[src/inc/flash_status_pkg.sv]
// Package of constants and types for the flash write-status polling controller
package flash_status_pkg;

   // ----------------------------------------------------------------
   // Status bit positions on the data bus, and bus widths
   // ----------------------------------------------------------------
   localparam int POLL_BIT_POS = 7;     // inverted_data_poll_bit
   localparam int TOGGLE_ONE_POS = 6;   // toggle_bit_one
   localparam int LIMIT_FLAG_POS = 5;   // timing_limit_flag
   localparam int TOGGLE_TWO_POS = 2;   // toggle_bit_two
   localparam int DATA_WIDTH = 16;      // flash data bus width
   localparam int ADDR_WIDTH = 21;      // flash word address width

   // ----------------------------------------------------------------
   // Bus timing
   // ----------------------------------------------------------------
   localparam int CLK_PERIOD_PS = 5000;          // 200 MHz clock
   localparam int READ_ACCESS_NS = 85;           // least read access time
   localparam int WRITE_PULSE_NS = 35;           // least write strobe low time
   localparam int STROBE_HIGH_NS = 30;           // least strobe high time between cycles
   localparam int READ_CYCLES = (READ_ACCESS_NS * 1000 + CLK_PERIOD_PS - 1) / CLK_PERIOD_PS;
   localparam int WRITE_CYCLES = (WRITE_PULSE_NS * 1000 + CLK_PERIOD_PS - 1) / CLK_PERIOD_PS;
   localparam int HIGH_CYCLES = (STROBE_HIGH_NS * 1000 + CLK_PERIOD_PS - 1) / CLK_PERIOD_PS;
   localparam int TIMER_WIDTH = 8;               // width of the strobe phase timer

   // ----------------------------------------------------------------
   // Reset command and result codes
   // ----------------------------------------------------------------
   localparam logic [DATA_WIDTH-1:0] RESET_COMMAND = 16'h00f0;
   localparam logic [1:0] RESULT_DONE = 2'h0;     // finished cleanly
   localparam logic [1:0] RESULT_FAILED = 2'h1;   // limit flag and still busy
   localparam logic [1:0] RESULT_ABORTED = 2'h2;  // host gave up polling

   // Polling method
   typedef enum logic {
      METHOD_TOGGLE,
      METHOD_POLL
   } method_type;

   // Single bus cycle kind
   typedef enum logic {
      CYCLE_READ,
      CYCLE_WRITE
   } cycle_type;

endpackage : flash_status_pkg

[src/verilog/flash_bus_cycle.sv]
// Single asynchronous flash bus read or write cycle generator
`timescale 1ns/1ps
`default_nettype none

module flash_bus_cycle
   import flash_status_pkg::*;
(
   // Clock and reset
   input wire logic clk,
   input wire logic reset_n,
   // Request side
   input wire logic start,
   input wire flash_status_pkg::cycle_type kind,
   input wire logic [flash_status_pkg::ADDR_WIDTH-1:0] addr,
   input wire logic [flash_status_pkg::DATA_WIDTH-1:0] wdata,
   output logic done,
   output logic [flash_status_pkg::DATA_WIDTH-1:0] rdata,
   // Flash pins
   output logic chip_sel_n,
   output logic out_en_n,
   output logic write_en_n,
   output logic [flash_status_pkg::ADDR_WIDTH-1:0] addr_pin,
   output logic [flash_status_pkg::DATA_WIDTH-1:0] data_out,
   output logic data_oe_n,
   input wire logic [flash_status_pkg::DATA_WIDTH-1:0] data_sync
);

   // ----------------------------------------------------------------
   // Cycle sequencer
   // ----------------------------------------------------------------
   typedef enum logic [1:0] {
      PH_IDLE,
      PH_ACTIVE,
      PH_RECOVER
   } phase_type;

   phase_type phase, next_phase;                  // strobe phase
   logic [TIMER_WIDTH-1:0] timer, next_timer;     // phase countdown
   logic is_read, next_is_read;                   // current cycle is a read
   logic [DATA_WIDTH-1:0] next_rdata;             // captured read data
   logic [ADDR_WIDTH-1:0] next_addr_pin;          // held address
   logic [DATA_WIDTH-1:0] next_data_out;          // held write data
   logic next_done;                               // end-of-cycle pulse

   // Next-state logic; data input already synchronised, so the read
   // window is stretched by two cycles to cover that delay
   always_comb begin
      next_phase = phase;
      next_timer = timer;
      next_is_read = is_read;
      next_rdata = rdata;
      next_addr_pin = addr_pin;
      next_data_out = data_out;
      next_done = 1'b0;
      unique case (phase)
         PH_IDLE: begin
            if (start) begin
               next_phase = PH_ACTIVE;
               next_is_read = (kind == CYCLE_READ);
               next_addr_pin = addr;
               next_data_out = wdata;
               next_timer = (kind == CYCLE_READ) ? TIMER_WIDTH'(READ_CYCLES + 2)
                                                 : TIMER_WIDTH'(WRITE_CYCLES);
            end
         end
         PH_ACTIVE: begin
            if (timer == '0) begin
               // Sample at the end of the strobe, just before release
               if (is_read) begin
                  next_rdata = data_sync;
               end
               next_phase = PH_RECOVER;
               next_timer = TIMER_WIDTH'(HIGH_CYCLES);
            end else begin
               next_timer = timer - 1'b1;
            end
         end
         PH_RECOVER: begin
            if (timer == '0) begin
               next_phase = PH_IDLE;
               next_done = 1'b1;
            end else begin
               next_timer = timer - 1'b1;
            end
         end
         default: begin
            next_phase = PH_IDLE;
         end
      endcase
   end

   // Registers only
   always_ff @(posedge clk or negedge reset_n) begin
      if (!reset_n) begin
         phase <= PH_IDLE;
         timer <= '0;
         is_read <= 1'b0;
         rdata <= '0;
         addr_pin <= '0;
         data_out <= '0;
         done <= 1'b0;
      end else begin
         phase <= next_phase;
         timer <= next_timer;
         is_read <= next_is_read;
         rdata <= next_rdata;
         addr_pin <= next_addr_pin;
         data_out <= next_data_out;
         done <= next_done;
      end
   end

   // Strobes follow the phase; each read strobe is a fresh read cycle
   assign chip_sel_n = (phase != PH_ACTIVE);
   assign out_en_n = !((phase == PH_ACTIVE) && is_read);
   assign write_en_n = !((phase == PH_ACTIVE) && !is_read);
   // Bus driven only during and just after a write; low enable means driving
   assign data_oe_n = !((phase != PH_IDLE) && !is_read);

endmodule : flash_bus_cycle

`default_nettype wire

[src/verilog/flash_status_poller.sv]
// Host-side controller that polls flash write-operation status bits
// Function
// Poll bit inverted while programming, true after
// Status valid after last write strobe
// Program polling reads at the program address
// Protected program: ~1 us status then array
// Erase polling bit zero, one when done
// Erase polling reads inside an erasing sector
// All-protected erase: ~100 us status then array
// Partly protected erase skips protected sectors
// Poll bit may lead data; reread
// Busy pin low while programming or erasing
// Toggle bit one flips each busy read
// Toggle bit one valid from final strobe
// All-protected erase toggles ~100 us
// Protected program toggles ~1 us
// Toggling stops in erase suspend
// Toggle bit two flips in erase sectors
// Two reads, compare toggle bit
// Toggling with limit flag: recheck, reset
// Resumed polling restarts with double read
// Reread poll bit after limit flag
// Limit flag set when pulse count exceeded
// Status kept per bank
`timescale 1ns/1ps
`default_nettype none

module flash_status_poller
   import flash_status_pkg::*;
(
   // Clock and reset
   input wire logic CLK,
   input wire logic RESET_N,
   // User command
   input wire logic START,
   input wire logic ABORT,
   input wire flash_status_pkg::method_type METHOD,
   input wire logic [flash_status_pkg::ADDR_WIDTH-1:0] STATUS_ADDR,
   input wire logic [flash_status_pkg::DATA_WIDTH-1:0] EXPECT_DATA,
   input wire logic ERASE_OP,
   // User answer
   output logic BUSY,
   output logic DONE,
   output logic [1:0] RESULT,
   output logic [flash_status_pkg::DATA_WIDTH-1:0] FINAL_DATA,
   output logic SECTOR_ERASING,
   output logic JOB_ACTIVE,
   // Flash bus pins
   output logic CHIP_SEL_N,
   output logic OUT_EN_N,
   output logic WRITE_EN_N,
   output logic [flash_status_pkg::ADDR_WIDTH-1:0] ADDR,
   output logic [flash_status_pkg::DATA_WIDTH-1:0] DATA_OUT,
   output logic DATA_OE_N,
   input wire logic [flash_status_pkg::DATA_WIDTH-1:0] DATA_IN,
   // Open-drain busy pin from the flash
   input wire logic JOB_ACTIVE_LOW_PIN
);

   // ----------------------------------------------------------------
   // Pin synchronisers
   // ----------------------------------------------------------------
   logic [DATA_WIDTH-1:0] data_meta, data_sync;   // data bus stages
   logic busy_meta, busy_sync;                    // busy pin stages

   // Two flops on every asynchronous pin before any logic
   always_ff @(posedge CLK or negedge RESET_N) begin
      if (!RESET_N) begin
         data_meta <= '0;
         data_sync <= '0;
         busy_meta <= 1'b1;
         busy_sync <= 1'b1;
      end else begin
         data_meta <= DATA_IN;
         data_sync <= data_meta;
         busy_meta <= JOB_ACTIVE_LOW_PIN;
         busy_sync <= busy_meta;
      end
   end

   // Pin pulled low by the flash while it programs or erases
   assign JOB_ACTIVE = !busy_sync;

   // ----------------------------------------------------------------
   // Poll sequencer
   // ----------------------------------------------------------------
   typedef enum logic [2:0] {
      ST_IDLE,
      ST_FIRST,
      ST_SECOND,
      ST_RECHECK,
      ST_RESET_CMD,
      ST_FINAL,
      ST_REPORT
   } poll_type;

   poll_type state, next_state;              // sequencer state
   logic [DATA_WIDTH-1:0] prev, next_prev;   // previous status word
   logic limit_seen, next_limit_seen;        // limit flag noticed
   method_type method, next_method;          // latched method
   logic [ADDR_WIDTH-1:0] addr_hold, next_addr_hold;   // polled address
   logic [DATA_WIDTH-1:0] expect_hold, next_expect_hold; // expected datum
   logic erase_hold, next_erase_hold;        // erase rather than program
   logic [1:0] next_result;                  // outcome code
   logic [DATA_WIDTH-1:0] next_final_data;   // last read word
   logic next_sector_erasing;                // sector selected for erase
   logic next_done;                          // completion pulse

   // Cycle engine handshake
   logic cyc_start;                          // launch one bus cycle
   cycle_type cyc_kind;                      // read or write
   logic cyc_done;                           // cycle finished
   logic [DATA_WIDTH-1:0] cyc_rdata;         // word read

   // Toggle comparison shared by several states
   function automatic logic toggled(input logic [DATA_WIDTH-1:0] a,
                                    input logic [DATA_WIDTH-1:0] b);
      toggled = a[TOGGLE_ONE_POS] != b[TOGGLE_ONE_POS];
   endfunction : toggled

   // Poll bit finished: matches datum for program, one for erase
   function automatic logic poll_finished(input logic [DATA_WIDTH-1:0] w,
                                          input logic [DATA_WIDTH-1:0] e,
                                          input logic er);
      if (er) begin
         poll_finished = w[POLL_BIT_POS];
      end else begin
         poll_finished = w[POLL_BIT_POS] == e[POLL_BIT_POS];
      end
   endfunction : poll_finished

   // Next-state logic for the polling procedure
   always_comb begin
      next_state = state;
      next_prev = prev;
      next_limit_seen = limit_seen;
      next_method = method;
      next_addr_hold = addr_hold;
      next_expect_hold = expect_hold;
      next_erase_hold = erase_hold;
      next_result = RESULT;
      next_final_data = FINAL_DATA;
      next_sector_erasing = SECTOR_ERASING;
      next_done = 1'b0;
      cyc_start = 1'b0;
      cyc_kind = CYCLE_READ;
      unique case (state)
         ST_IDLE: begin
            // Caller starts only after the last command write strobe
            if (START) begin
               next_method = METHOD;
               next_addr_hold = STATUS_ADDR;
               next_expect_hold = EXPECT_DATA;
               next_erase_hold = ERASE_OP;
               next_limit_seen = 1'b0;
               next_state = ST_FIRST;
               cyc_start = 1'b1;
            end
         end
         ST_FIRST: begin
            if (cyc_done) begin
               next_prev = cyc_rdata;
               next_state = ST_SECOND;
               cyc_start = 1'b1;
            end
         end
         ST_SECOND, ST_RECHECK: begin
            if (cyc_done) begin
               next_prev = cyc_rdata;
               // Toggle bit two flipping marks a sector chosen for erase
               next_sector_erasing = cyc_rdata[TOGGLE_TWO_POS] != prev[TOGGLE_TWO_POS];
               if (ABORT) begin
                  // Leaving early; next START begins with a double read
                  next_result = RESULT_ABORTED;
                  next_state = ST_REPORT;
               end else if ((method == METHOD_TOGGLE && !toggled(prev, cyc_rdata)) ||
                            (method == METHOD_POLL &&
                             poll_finished(cyc_rdata, expect_hold, erase_hold))) begin
                  // Covers suspend and protected windows too: bits settle
                  next_result = RESULT_DONE;
                  next_state = ST_FINAL;
                  cyc_start = 1'b1;
               end else if (state == ST_RECHECK) begin
                  next_result = RESULT_FAILED;
                  next_state = ST_RESET_CMD;
                  cyc_start = 1'b1;
                  cyc_kind = CYCLE_WRITE;
               end else if (cyc_rdata[LIMIT_FLAG_POS]) begin
                  // Bit may settle with the flag: read once more
                  next_limit_seen = 1'b1;
                  next_state = ST_RECHECK;
                  cyc_start = 1'b1;
               end else begin
                  cyc_start = 1'b1;
               end
            end
         end
         ST_RESET_CMD: begin
            if (cyc_done) begin
               next_state = ST_REPORT;
            end
         end
         ST_FINAL: begin
            // A fresh read cycle so the low data lines are valid too
            if (cyc_done) begin
               next_final_data = cyc_rdata;
               next_state = ST_REPORT;
            end
         end
         ST_REPORT: begin
            next_done = 1'b1;
            next_state = ST_IDLE;
         end
         default: begin
            next_state = ST_IDLE;
         end
      endcase
   end

   // Registers only
   always_ff @(posedge CLK or negedge RESET_N) begin
      if (!RESET_N) begin
         state <= ST_IDLE;
         prev <= '0;
         limit_seen <= 1'b0;
         method <= METHOD_TOGGLE;
         addr_hold <= '0;
         expect_hold <= '0;
         erase_hold <= 1'b0;
         RESULT <= RESULT_DONE;
         FINAL_DATA <= '0;
         SECTOR_ERASING <= 1'b0;
         DONE <= 1'b0;
      end else begin
         state <= next_state;
         prev <= next_prev;
         limit_seen <= next_limit_seen;
         method <= next_method;
         addr_hold <= next_addr_hold;
         expect_hold <= next_expect_hold;
         erase_hold <= next_erase_hold;
         RESULT <= next_result;
         FINAL_DATA <= next_final_data;
         SECTOR_ERASING <= next_sector_erasing;
         DONE <= next_done;
      end
   end

   assign BUSY = (state != ST_IDLE);

   // ----------------------------------------------------------------
   // Bus cycle engine
   // ----------------------------------------------------------------
   flash_bus_cycle cycle_engine (
      .clk(CLK),
      .reset_n(RESET_N),
      .start(cyc_start),
      .kind(cyc_kind),
      .addr(next_addr_hold), // First read leaves in the START cycle
      .wdata(RESET_COMMAND),
      .done(cyc_done),
      .rdata(cyc_rdata),
      .chip_sel_n(CHIP_SEL_N),
      .out_en_n(OUT_EN_N),
      .write_en_n(WRITE_EN_N),
      .addr_pin(ADDR),
      .data_out(DATA_OUT),
      .data_oe_n(DATA_OE_N),
      .data_sync(data_sync)
   );

endmodule : flash_status_poller

`default_nettype wire

[config.mk]
export PLATFORM = sky130hd
export DESIGN_NAME = flash_status_poller
export DESIGN_NICKNAME = d
export VERILOG_FILES = /design/src/inc/flash_status_pkg.sv /design/src/verilog/flash_bus_cycle.sv /design/src/verilog/flash_status_poller.sv
export SDC_FILE = /design/constraint.sdc
export NUM_CORES = 1
export LEC_CHECK = 0
export BUFFER_PORTS_ARGS = -buffer_cell sky130_fd_sc_hd__buf_2
export CORE_MARGIN = 2
export CORE_UTILIZATION = 54
export CTS_CLUSTER_DIAMETER = 150
export DETAILED_ROUTE_END_ITERATION = 10
export PLACE_DENSITY = 0.79
export SLEW_MARGIN = 40
export SYNTH_ARGS = -nofsm -noshare
export SYNTH_HDL_FRONTEND = slang
export SYNTH_HIERARCHICAL = 1
export SYNTH_SLANG_ARGS = --single-unit
[constraint.sdc]
create_clock -name CLK -period 2.9 [get_ports CLK]
set_clock_uncertainty 0.1 [all_clocks]
set_input_delay 0.435 -clock CLK [delete_from_list [all_inputs] [get_ports CLK]]
set_output_delay 0.435 -clock CLK [all_outputs]
set_load 0.02 [all_outputs]
==> impl_metrics.env <==
export IMPL_status="completed"
export IMPL_drt_initial_drc_count=152
export IMPL_layout_commonest_cell="dfrtp_1"
export IMPL_h_tree_depth=4
export IMPL_r2r_cells=7
export IMPL_ios=123
export IMPL_finalSetupViolations=0
export IMPL_slowest_delay_ns=0.54
export IMPL_wl_mm=11.4
export IMPL_nets=594
export IMPL_cts_tree="yes"
export IMPL_core_area_um2=10300
export IMPL_crit_type="flip-flop to flip-flop"
export IMPL_n_antenna_cell=0
export IMPL_dp_cells=628
export IMPL_drt_wirelength_per_cell_um=16.8
export IMPL_synth_warning_count=6
export IMPL_clkSlewWorstSetupHoldPaths_ns=0.06
export IMPL_grt_use_total_pct=21.4
export IMPL_timing_worst_slew_pin_value_ns=0.635
export IMPL_slowest_stage="or4_1"
export IMPL_chipHeight_um=107
export IMPL_hold_viol=0
export IMPL_firstDrtPassIters=4
export IMPL_final_antenna_net_count=0
export IMPL_io_buffers=107
export IMPL_ys_ff_latch=148
export IMPL_drive_gt1_share_pct=45.3
export IMPL_worst_ep_arrival_time_ns=2.78
export IMPL_die_w_um=107
export IMPL_min_path_cells=2
export IMPL_synthCells=382
export IMPL_critPathCaptureType="flip-flop"
export IMPL_slew_headroom_pct=57.4
export IMPL_critical_path_buf_inv_count=0
export IMPL_dr_wl_met3_um=567
export IMPL_drcViolationCount=0
export IMPL_postCtsSetupRepairBufs=0
export IMPL_syn_area_per_cell_um2=15.0
export IMPL_rows=37
export IMPL_die_area_um2=11500
export IMPL_grt_pass1_vias=3853
export IMPL_maxCapViolCount=0
export IMPL_p_leak_nw=3.64
export IMPL_cp_num_cells=7
export IMPL_powerDensity_nw_per_um2=726
export IMPL_antenna_found_initial=0
export IMPL_synth_edf_count=0
export IMPL_grt_ovfl_total=0
export IMPL_synth_cell_type_count=57
export IMPL_rsz0062_at_grt="no"
export IMPL_routed_via_density=5.34
export IMPL_final_cells=679
export IMPL_start_util_pct=55.7
export IMPL_syn_area_um2=5750
export IMPL_ir_drop_v=0.000521
export IMPL_finalCritPeriodShare_pct=84.4
export IMPL_hpwl_mm=7.20
export IMPL_mostFrequentLayoutCells="146 x dfrtp_1, 106 x buf_2, 84 x mux2_2"
export IMPL_ys_seq_area_share_pct=64.5
export IMPL_fmaxAchievable_mhz=409
export IMPL_cts_root_buf="clkbuf_8"
export IMPL_grt_pass1_wl_mm=18.7
export IMPL_wirelength_met1_mm=4.60
export IMPL_ys_flop_type="dfrtp_1"
export IMPL_area_delta_synth_final_pct=26.3
export IMPL_hold_class="primary input to flip-flop"
export IMPL_setup_tns_ns=0
export IMPL_met2WireLength_mm=5.85
export IMPL_async_reset_ff_share_pct=100
export IMPL_clock_latency_ns=0.52
export IMPL_clockBufferDepth=2
export IMPL_slew_viol_final=0
export IMPL_worst_path_max_fanout=9
export IMPL_numCtsBuffers=17
export IMPL_cp_required_ns=3.24
export IMPL_cts_sinks=148
export IMPL_power_total_mw=5.27
export IMPL_crit_family="simple AND/OR/NAND/NOR gates"
export IMPL_gp_congestion=0.867
export IMPL_finalCriticalPeriod_ns=2.45
export IMPL_vias=3625
export IMPL_start_kind="flip-flop"
export IMPL_cpMostUsedCell="a22oi_1"
export IMPL_grt_max_degree=95
export IMPL_crit_chain="nor2b_1 -> a22oi_1 -> nor2_1 -> nand2b_1 -> o211ai_1 -> or4_1 -> a22oi_1"
export IMPL_highest_layer="met4"
-- final cells by class --
| cell class | instances | area (um^2) |
|---|---|---|
| flip-flops and latches | 148 | 3710 |
| fillers | 674 | 3070 |
| multi-input cells | 219 | 1930 |
| repair buffers | 131 | 815 |
| clock buffers | 21 | 439 |
| well taps | 136 | 170 |
| clock inverters | 11 | 149 |
| inverters | 13 | 48.8 |
-- what timing repair did --
| item | CTS | global route |
|---|---|---|
| gates resized for setup | 0 | 0 |
| endpoints found under the hold margin | 107 | 0 |
| hold buffers | 18 | 0 |
-- state kept, by name, indices dropped and copies added, names as in the netlist --
register,count
busy_meta,1
state,3
data_sync,16
cycle_engine/phase,2
cycle_engine/rdata,16
data_meta,16
cycle_engine/addr_pin,21
DONE,1
cycle_engine/timer,8
addr_hold,21
erase_hold,1
FINAL_DATA,16
expect_hold,1
SECTOR_ERASING,1
busy_sync,1
cycle_engine/is_read,1
method,1
cycle_engine/done,1
RESULT,2
prev,2
cycle_engine/data_out,16
-- per-layer routing --
layer | up-vias | GRT usage (%)
met5 | - | 0
met4 | 0 | 11.0
met3 | 32 | 6.20
met2 | 105 | 35.5
met1 | 1848 | 25.4
li1 | 1640 | -
-- Yosys cell counts (2+ instances only) --
master,instances,area share [%]
dfrtp_1,146,64
a31oi_1,2,0.22
nor4b_1,2,0.30
clkbuf_1,5,0.33
nand2_1,7,0.46
a21o_1,3,0.39
o211a_1,3,0.52
or3_1,5,0.54
nand2b_1,3,0.33
dfstp_2,2,0.91
o21ai_0,13,1.1
a22oi_1,5,0.65
and2_1,2,0.22
xnor2_1,2,0.30
buf_2,2,0.17
a22o_1,3,0.46
conb_1,2,0.13
a21oi_1,4,0.35
a211oi_1,2,0.26
nor3_1,5,0.44
nor2b_1,3,0.33
buf_4,2,0.26
ha_1,4,0.87
nor2_1,11,0.72
mux2_2,84,16
mux2_4,10,2.6
o22ai_1,4,0.44
buf_6,5,0.98
inv_1,13,0.85
-- report_power, final --
| part | internal (mW) | total [mW] | switching [mW] |
|---|---|---|---|
| combinational | 0.309 | 0.710 | 0.401 |
| sequential | 2.26 | 2.38 | 0.121 |
| clock | 1.34 | 2.17 | 0.835 |
-- metrics by stage --
stage | area, um^2 | setup slack [ns] | util, % | hold WS (ns)
2_1_floorplan | 5800 | 0.589 | - | 0.0394
3_3_place_gp | 6460 | 0.522 | 62.6 | 0.233
3_5_place_dp | 6460 | 0.468 | 62.6 | 0.237
4_1_cts | 7230 | 0.499 | 70.0 | 0.0324
5_1_grt | 7260 | 0.287 | 70.3 | 0.0444
6_report | 7260 | 0.452 | 70.3 | 0.0575
-- worst paths after layout --
check | from | end | slack [ns]
min in group asynchronous | RESET_N | cycle_engine/data_out[12] | 0.31
max in group asynchronous | RESET_N | busy_meta | 1.77
setup / recovery | state[1] | cycle_engine/timer[6] | 0.45
hold / removal | STATUS_ADDR[8] | addr_hold[8] | 0.06
hold reg to reg | data_meta[3] | data_sync[3] | 0.25
setup reg to reg | state[1] | cycle_engine/timer[6] | 0.45
-- cells by family after synthesis --
| group | after synthesis | synth area share (%) |
|---|---|---|
| AND/OR/NAND/NOR | 52 | 5.92 |
| flip-flops | 148 | 64.5 |
| other | 2 | 0.131 |
| XOR/XNOR | 2 | 0.305 |
| AO/OA/AOI/OAI | 50 | 6.10 |
| adder cells (fa/ha/maj) | 4 | 0.871 |
| buffers and inverters | 29 | 2.90 |
| multiplexers | 95 | 19.3 |
No activity file was read; power rests on OpenSTA's default activity.
